--- src/bim_pkg.sv ---
// constants, field layout and carrier types of the interrupt manager
// assumes one 50 MHz clock shared with the serial register interface
package bim_pkg;
	localparam int CLK_HZ = 50_000_000;
	localparam int LEADOFF_TIME_MS = 128;
	localparam int LEADOFF_CYCLES = LEADOFF_TIME_MS * (CLK_HZ / 1000);
	localparam int ADC_W = 20;
	localparam logic [6:0] ADDR_EN_PRI = 7'h02;
	localparam logic [6:0] ADDR_EN_SEC = 7'h03;
	localparam logic [6:0] ADDR_MNGR = 7'h04;
	localparam logic [6:0] ADDR_THR = 7'h05;
	localparam logic [23:0] EN_MASK = 24'h1F8B03;
	localparam logic [23:0] EN_RESET = 24'h000003;
	localparam logic [23:0] MNGR_MASK = 24'h070007;
	localparam logic [23:0] MNGR_RESET = 24'h030004;
	localparam logic [23:0] THR_MASK = 24'h00FFFF;
	localparam logic [23:0] THR_RESET = 24'h00FFFF;
	localparam int BIT_DC_LEADOFF = 20;
	localparam int BIT_FIFO_LEVEL = 19;
	localparam int BIT_FIFO_OVF = 18;
	localparam int BIT_OVER = 17;
	localparam int BIT_UNDER = 16;
	localparam int BIT_CGMON = 15;
	localparam int BIT_LEADS_ON = 11;
	localparam int BIT_RATE_PULSE = 9;
	localparam int BIT_PLL = 8;
	localparam int FIT_LSB = 16;
	localparam int CLR_MODE_BIT = 2;
	localparam int HI_LSB = 8;
	localparam int HI_SHIFT = 11;
	localparam int LO_SHIFT = 5;
	typedef enum logic [1:0] {
		BIM_DRV_OFF = 2'h0,
		BIM_DRV_PUSH = 2'h1,
		BIM_DRV_OD = 2'h2,
		BIM_DRV_OD_PU = 2'h3
	} bim_drv_type;
	typedef struct packed {
		logic wr;
		logic [6:0] addr;
		logic [23:0] data;
	} bim_reg_req_type;
	typedef struct packed {
		logic outLevel;
		logic oe;
		logic pullupEn;
	} bim_pin_type;
endpackage

--- src/bim_interrupt_manager.sv ---
// interrupt enable, routing, management and AC lead-off threshold logic
// assumes serial interface, FIFO and converter run on ref_clk and give pulses/levels
`timescale 1ns/1ps
`default_nettype none

module bim_interrupt_manager import bim_pkg::*; #(
	parameter int LEADOFF_CNT = LEADOFF_CYCLES
) (
	input wire logic ref_clk,
	input wire logic rst_n,
	input wire bim_reg_req_type regReq,
	output logic [23:0] regRdata,
	input wire logic statusReadDone,
	input wire logic dcLeadoffCond,
	input wire logic fifoOverflowCond,
	input wire logic cgMonitorCond,
	input wire logic leadsOnCond,
	input wire logic pllUnlockCond,
	input wire logic [3:0] fifoUnreadCount,
	input wire logic sampleInstant,
	input wire logic adcValid,
	input wire logic signed [ADC_W-1:0] adcData,
	input wire logic [1:0] acLeadoffEnable,
	output logic [23:0] statusFlags,
	output bim_pin_type primaryIrqLine,
	output bim_pin_type secondaryIrqLine
);
	// ----------------------------------------
	// register file
	// ----------------------------------------
	logic [23:0] enPrimary;
	logic [23:0] enSecondary;
	logic [23:0] mngr;
	logic [23:0] thr;

	function automatic logic hit(input bim_reg_req_type r, input logic [6:0] a);
		return r.wr && (r.addr == a);
	endfunction

	always_ff @(posedge ref_clk) begin
		if (!rst_n) begin
			enPrimary <= EN_RESET;
			enSecondary <= EN_RESET;
		end else begin
			if (hit(regReq, ADDR_EN_PRI))
				enPrimary <= regReq.data & EN_MASK;
			if (hit(regReq, ADDR_EN_SEC))
				enSecondary <= regReq.data & EN_MASK;
		end
	end

	// threshold writes only retune the comparators; no FIFO or resync side effect
	always_ff @(posedge ref_clk) begin
		if (!rst_n) begin
			mngr <= MNGR_RESET;
			thr <= THR_RESET;
		end else begin
			if (hit(regReq, ADDR_MNGR))
				mngr <= regReq.data & MNGR_MASK;
			if (hit(regReq, ADDR_THR))
				thr <= regReq.data & THR_MASK;
		end
	end

	always_ff @(posedge ref_clk) begin
		if (!rst_n)
			regRdata <= 24'h000000;
		else begin
			case (regReq.addr)
				ADDR_EN_PRI: regRdata <= enPrimary;
				ADDR_EN_SEC: regRdata <= enSecondary;
				ADDR_MNGR: regRdata <= mngr;
				ADDR_THR: regRdata <= thr;
				default: regRdata <= 24'h000000;
			endcase
		end
	end

	// ----------------------------------------
	// latched condition flags
	// ----------------------------------------
	logic overCond;
	logic underCond;
	logic overFlag;
	logic underFlag;
	logic dcFlag;
	logic cgFlag;
	logic lonFlag;
	logic pllFlag;

	// set beats the read clear, so an event on the clearing edge survives
	always_ff @(posedge ref_clk) begin
		if (!rst_n) begin
			dcFlag <= 1'b0;
			cgFlag <= 1'b0;
			lonFlag <= 1'b0;
			pllFlag <= 1'b0;
		end else begin
			dcFlag <= dcLeadoffCond | (dcFlag & ~statusReadDone);
			cgFlag <= cgMonitorCond | (cgFlag & ~statusReadDone);
			lonFlag <= leadsOnCond | (lonFlag & ~statusReadDone);
			pllFlag <= pllUnlockCond | (pllFlag & ~statusReadDone);
		end
	end

	// ----------------------------------------
	// AC lead-off range detection
	// ----------------------------------------
	logic [ADC_W:0] adcMag;
	logic [ADC_W:0] hiLimit;
	logic [ADC_W:0] loLimit;
	logic [22:0] overTimer;
	logic [22:0] underTimer;
	localparam logic [22:0] TIMER_END = 23'(LEADOFF_CNT);

	assign adcMag = adcData[ADC_W-1] ? (ADC_W+1)'(-adcData) : (ADC_W+1)'(adcData);
	assign hiLimit = (ADC_W+1)'({thr[HI_LSB+7:HI_LSB], 11'h000}); // 2048 times
	assign loLimit = (ADC_W+1)'({thr[7:0], 5'h00}); // 32 times

	always_ff @(posedge ref_clk) begin
		if (!rst_n) begin
			overCond <= 1'b0;
			underCond <= 1'b0;
		end else if (!acLeadoffEnable[1]) begin
			overCond <= 1'b0;
			underCond <= 1'b0;
		end else if (adcValid) begin
			overCond <= adcMag > hiLimit;
			underCond <= adcMag <= loLimit;
		end
	end

	// timers saturate at the end count; the flag follows while the count stays there
	always_ff @(posedge ref_clk) begin
		if (!rst_n) begin
			overTimer <= 23'h000000;
			underTimer <= 23'h000000;
		end else begin
			if (!overCond)
				overTimer <= 23'h000000;
			else if (overTimer != TIMER_END)
				overTimer <= overTimer + 23'h000001;
			if (!underCond)
				underTimer <= 23'h000000;
			else if (underTimer != TIMER_END)
				underTimer <= underTimer + 23'h000001;
		end
	end

	always_ff @(posedge ref_clk) begin
		if (!rst_n) begin
			overFlag <= 1'b0;
			underFlag <= 1'b0;
		end else begin
			overFlag <= (overTimer == TIMER_END) | (overFlag & ~statusReadDone);
			underFlag <= (underTimer == TIMER_END) | (underFlag & ~statusReadDone);
		end
	end

	// ----------------------------------------
	// FIFO level
	// ----------------------------------------
	logic fifoLevelFlag;
	always_ff @(posedge ref_clk) begin
		if (!rst_n)
			fifoLevelFlag <= 1'b0;
		else
			fifoLevelFlag <= fifoUnreadCount >= ({1'b0, mngr[FIT_LSB+2:FIT_LSB]} + 4'h1);
	end

	// ----------------------------------------
	// rate pulse
	// ----------------------------------------
	logic [3:0] instantCnt;
	logic [3:0] divMask;
	logic pulseFire;
	logic [23:0] periodCnt;
	logic [23:0] lastPeriod;
	logic [21:0] holdCnt;
	logic ratePulseFlag;

	always_comb begin
		case (mngr[1:0])
			2'h0: divMask = 4'h0;
			2'h1: divMask = 4'h1;
			2'h2: divMask = 4'h3;
			default: divMask = 4'hF;
		endcase
	end
	assign pulseFire = sampleInstant && ((instantCnt & divMask) == 4'h0);

	always_ff @(posedge ref_clk) begin
		if (!rst_n)
			instantCnt <= 4'h0;
		else if (sampleInstant)
			instantCnt <= instantCnt + 4'h1;
	end

	// the sample period is measured, since the data rate is set elsewhere
	always_ff @(posedge ref_clk) begin
		if (!rst_n) begin
			periodCnt <= 24'h000000;
			lastPeriod <= 24'h000004;
		end else if (sampleInstant) begin
			periodCnt <= 24'h000001;
			lastPeriod <= periodCnt;
		end else if (periodCnt != 24'hFFFFFF)
			periodCnt <= periodCnt + 24'h000001;
	end

	always_ff @(posedge ref_clk) begin
		if (!rst_n) begin
			ratePulseFlag <= 1'b0;
			holdCnt <= 22'h000000;
		end else if (pulseFire) begin
			ratePulseFlag <= 1'b1;
			holdCnt <= (lastPeriod[23:2] == 22'h000000) ? 22'h000001 : lastPeriod[23:2];
		end else if (mngr[CLR_MODE_BIT]) begin
			if (holdCnt > 22'h000001)
				holdCnt <= holdCnt - 22'h000001;
			else
				ratePulseFlag <= 1'b0;
		end else if (statusReadDone)
			ratePulseFlag <= 1'b0;
	end

	// ----------------------------------------
	// status vector and line drivers
	// ----------------------------------------
	always_comb begin
		statusFlags = 24'h000000;
		statusFlags[BIT_DC_LEADOFF] = dcFlag;
		statusFlags[BIT_FIFO_LEVEL] = fifoLevelFlag;
		statusFlags[BIT_FIFO_OVF] = fifoOverflowCond;
		statusFlags[BIT_OVER] = overFlag;
		statusFlags[BIT_UNDER] = underFlag;
		statusFlags[BIT_CGMON] = cgFlag;
		statusFlags[BIT_LEADS_ON] = lonFlag;
		statusFlags[BIT_RATE_PULSE] = ratePulseFlag;
		statusFlags[BIT_PLL] = pllFlag;
	end

	function automatic bim_pin_type drivePin(input logic [23:0] en, input logic [23:0] st);
		bim_pin_type p;
		logic req;
		p = '0;
		req = |(en[23:8] & st[23:8]);
		case (bim_drv_type'(en[1:0]))
			BIM_DRV_PUSH: begin
				p.outLevel = ~req;
				p.oe = 1'b1;
			end
			BIM_DRV_OD: begin
				p.outLevel = 1'b0;
				p.oe = req;
			end
			BIM_DRV_OD_PU: begin
				p.outLevel = 1'b0;
				p.oe = req;
				p.pullupEn = 1'b1;
			end
			default: p = '0;
		endcase
		return p;
	endfunction

	assign primaryIrqLine = drivePin(enPrimary, statusFlags);
	assign secondaryIrqLine = drivePin(enSecondary, statusFlags);

	logic primaryLow;
	assign primaryLow = primaryIrqLine.oe && !primaryIrqLine.outLevel;
endmodule // bim_interrupt_manager

`default_nettype wire

--- config.mk ---
export PLATFORM = sky130hd
export DESIGN_NAME = bim_interrupt_manager
export DESIGN_NICKNAME = d
export VERILOG_FILES = /design/src/bim_pkg.sv /design/src/bim_interrupt_manager.sv
export SDC_FILE = /design/constraint.sdc
export NUM_CORES = 1
export LEC_CHECK = 0
export BUFFER_PORTS_ARGS = -buffer_cell sky130_fd_sc_hd__clkbuf_2
export CELL_PAD_IN_SITES_DETAIL_PLACEMENT = 1
export CELL_PAD_IN_SITES_GLOBAL_PLACEMENT = 1
export CORE_MARGIN = 4
export CORE_UTILIZATION = 45
export CTS_BUF_LIST = sky130_fd_sc_hd__clkbuf_4 sky130_fd_sc_hd__clkbuf_8
export DETAILED_ROUTE_END_ITERATION = 8
export GPL_ROUTABILITY_DRIVEN = 0
export PLACE_DENSITY = 0.89
export SLEW_MARGIN = 25
export SYNTH_ARGS = -nofsm -noshare
export SYNTH_HDL_FRONTEND = slang
export SYNTH_SLANG_ARGS = --single-unit
--- constraint.sdc ---
create_clock -name ref_clk -period 3.6 [get_ports ref_clk]
set_input_delay 0 -clock ref_clk [delete_from_list [all_inputs] [get_ports ref_clk]]
set_output_delay 0 -clock ref_clk [all_outputs]
set_load 0.02 [all_outputs]
==> metrics.txt <==
die area=23,600 um^2; routed wl met3=1020 um; post-synth top area share=40.5%; drt wl/cell=18.2 um; core area=20,600 um^2; DRT Wirelength=27,200 um; share of cells above drive strength 1=12.8%; CP Data Required Time=4.02 ns; Mean Syn Cell Area=8.57 um^2; Final Max Slew Viols=0; CTS tree=built; number of global-route vias before repair=8,764; clock buffer depth=2; largest cells by area after synthesis=dfxtp_1 (41%), xnor2_1 (5.1%), nand2_1 (4.4%); via count=8,458; pwr dens=384 nW/um^2; Fin Hold WS=0.0515 ns; Post-synth ARST share=0%; CP max-delay cell=dlygate4sd3_1; antenna viol nets, final=0; Worst Path Arrival=3.23 ns; sequence of cells on the critical path=clkbuf_2 -> inv_1 -> ha_1 -> nor4b_1 -> nand2_1 -> o41ai_1 -> xnor2_1 -> ha_1 -> nand4_1 -> a21oi_1 -> a211oi_1 -> a21oi_1 -> o31ai_1 -> dlygate4sd3_1; max_cap viols=0; crit end category=flip-flop; clock sink total=193; Area Overhead vs Synth=14.4%; Final setup viols=0; outcome=finished clean; dpl hpwl=18,700 um; R2R Setup Slk=0.90 ns; die height=154 um; Netlist Area Pre-Place=9530 um^2; Cell variety after synth=65; DRC violations left=0; number of synthesized flops with an enable pin=0; number of H-tree levels=4; Final nets=1,313; insertion delay to the later sink of the worst-skew pair=0.48 ns; starting density of the core=46.4%; largest net degree at the start of global routing=81; Die X=154 um; VDD IR-drop max=0.000224 V; critical path peak fanout=7; worst slew pin tran=0.932 ns; Clk pin slew, worst setup/hold paths=0.10 ns; Hold Vio Cnt, Final=0; worst hold path class=in2reg; most frequent cells in the layout=dfxtp_1 (193), nand2_1 (113), clkbuf_2 (98); I/O pin total=122; Overflow after GRT=0; DP Area=10,100 um^2; Yosys reg bits=193; Lkg Pwr=4.15 nW; commonest non-fill, non-tap cell in the layout=dfxtp_1; first-pass GRT wire length=45,100 um; upper clock frequency limit=0.356 GHz; Cell Rows=52; Tcrit/Tclk final=78.0%; RSZ-0062 raised after global routing=no; first drt pass iteration count=5; crit path kind=in2reg; wl on met1=12,000 um; Top Layer Used=met4; CP startpoint kind=primary input; Tmin final=2.81 ns; critical path's largest stage delay=0.56 ns; I/O Buffers=99; skew final=0.0158 ns; Antenna diodes=0; Finished Cell Area=10,900 um^2; Overall Global Routing Usage=22.9%; Synth Warn #=0; via-per-instance ratio=5.65; Synth Flop Type=dfxtp_1; Root Buffer=clkbuf_8; setup_tns=0 ns; Max-slew headroom=37.3%; initial DRC count=558; Post-CTS Setup Repair Bufs=0; antenna violations before repair=0; CTS buffer count=17; Syn Inst Count=1,112; sequential fraction of the synthesis area=40.5%; area leader, netlist=dfxtp_1; DR WL met2=13,700 um; # fillers=2,476
## worst paths after layout
kind,startpoint,to,cells after the start
max,adcData[0],underCond,14
min,adcData[5],overCond,5
max reg2reg,holdCnt[8],holdCnt[14],6
min reg2reg,thr[4],regRdata[4],1
## registers in the layout, summed over array words and instances (netlist names), 16 cells and up
register    cells
lastPeriod     22
underTimer     23
periodCnt      24
overTimer      23
holdCnt        22
regRdata       21
thr            16
## worst max-delay path, delay by kind of cell
family | cells | cell delay, ns
xor gates and xnor gates | 1 | 0.26
buffers and inverters | 3 | 0.74
adders and majority gates | 2 | 0.60
and+or+nand+nor | 3 | 0.63
AOI/OAI and AO/OA | 5 | 0.99
## cells by family after synthesis
logic type	share of synthesized area, %
buffers and inverters	5.75
XOR/XNOR	8.27
flip-flops	40.5
other	0.0393
multiplexers	3.08
adder cells (fa/ha/maj)	3.94
AND/OR/NAND/NOR	25.1
AO/OA/AOI/OAI	13.3
## area by class of cell
class | count | area [um^2] | share of cell area (%)
clock buffer | 19 | 255 | 2.34
inverter | 37 | 139 | 1.27
sequential | 193 | 3860 | 35.4
tap | 270 | 338 | 3.10
multi-input combinational | 819 | 5190 | 47.6
clock inverter | 12 | 169 | 1.55
timing repair buffer | 147 | 948 | 8.70
## power breakdown
group	total [mW]	switching, mW	internal, mW
logic	0.449	0.262	0.187
registers	2.20	0.0329	2.16
clock network	1.55	0.819	0.728
total	4.19	1.11	3.08
## synthesized netlist by cell type, types with 2 or more instances
cell	instances
nand2_1	113
and4b_1	3
nor2b_1	36
and3_1	19
o31a_1	3
a221o_1	2
o21bai_1	2
nor3_1	23
a211oi_1	3
or4_1	9
a222oi_1	5
a21o_1	2
nor2_1	87
xnor2_1	56
ha_1	30
buf_4	27
o41ai_1	4
nor3b_1	5
a22oi_1	15
mux2_2	3
and2_1	8
xor2_1	34
dfxtp_1	193
a21boi_0	22
or3_1	15
nand2b_1	6
a31oi_1	4
nor4_1	20
mux2i_1	26
nand3b_1	2
or4_4	2
and4_1	9
o21a_1	9
buf_1	5
clkbuf_1	47
a21oi_1	46
nor4b_1	5
nand4_1	19
inv_1	37
nand3_1	73
o21ai_0	40
o211ai_1	15
o31ai_1	6
## timing repair
item                       4_1_cts  5_1_grt
hold buffers                    36        0
hold endpoints to repair        54        0
setup endpoints to repair        0        0
resized for setup                0        0
## per-stage QoR
| stage | utilization (%) | setup slack (ns) | std cells | total power [mW] |
|---|---|---|---|---|
| finish | 53.0 | 0.793 | 1497 | 4.19 |
| global route | 53.0 | 0.611 | 1497 | 4.36 |
| CTS | 53.0 | 0.847 | 1497 | 4.22 |
| detailed placement | 49.2 | 0.449 | 1430 | 2.65 |
| global placement | 49.2 | 0.672 | 1430 | 2.63 |
| floorplan | - | 1.11 | 1129 | 2.55 |
## layer usage
| metal | vias up | track usage [%] |
|---|---|---|
| met5 | - | 0 |
| met2 | 200 | 40.1 |
| met4 | 0 | 6.60 |
| met3 | 43 | 3.88 |
| met1 | 4125 | 29.1 |
| li1 | 4090 | - |
No activity file was read; power rests on OpenSTA's default activity.
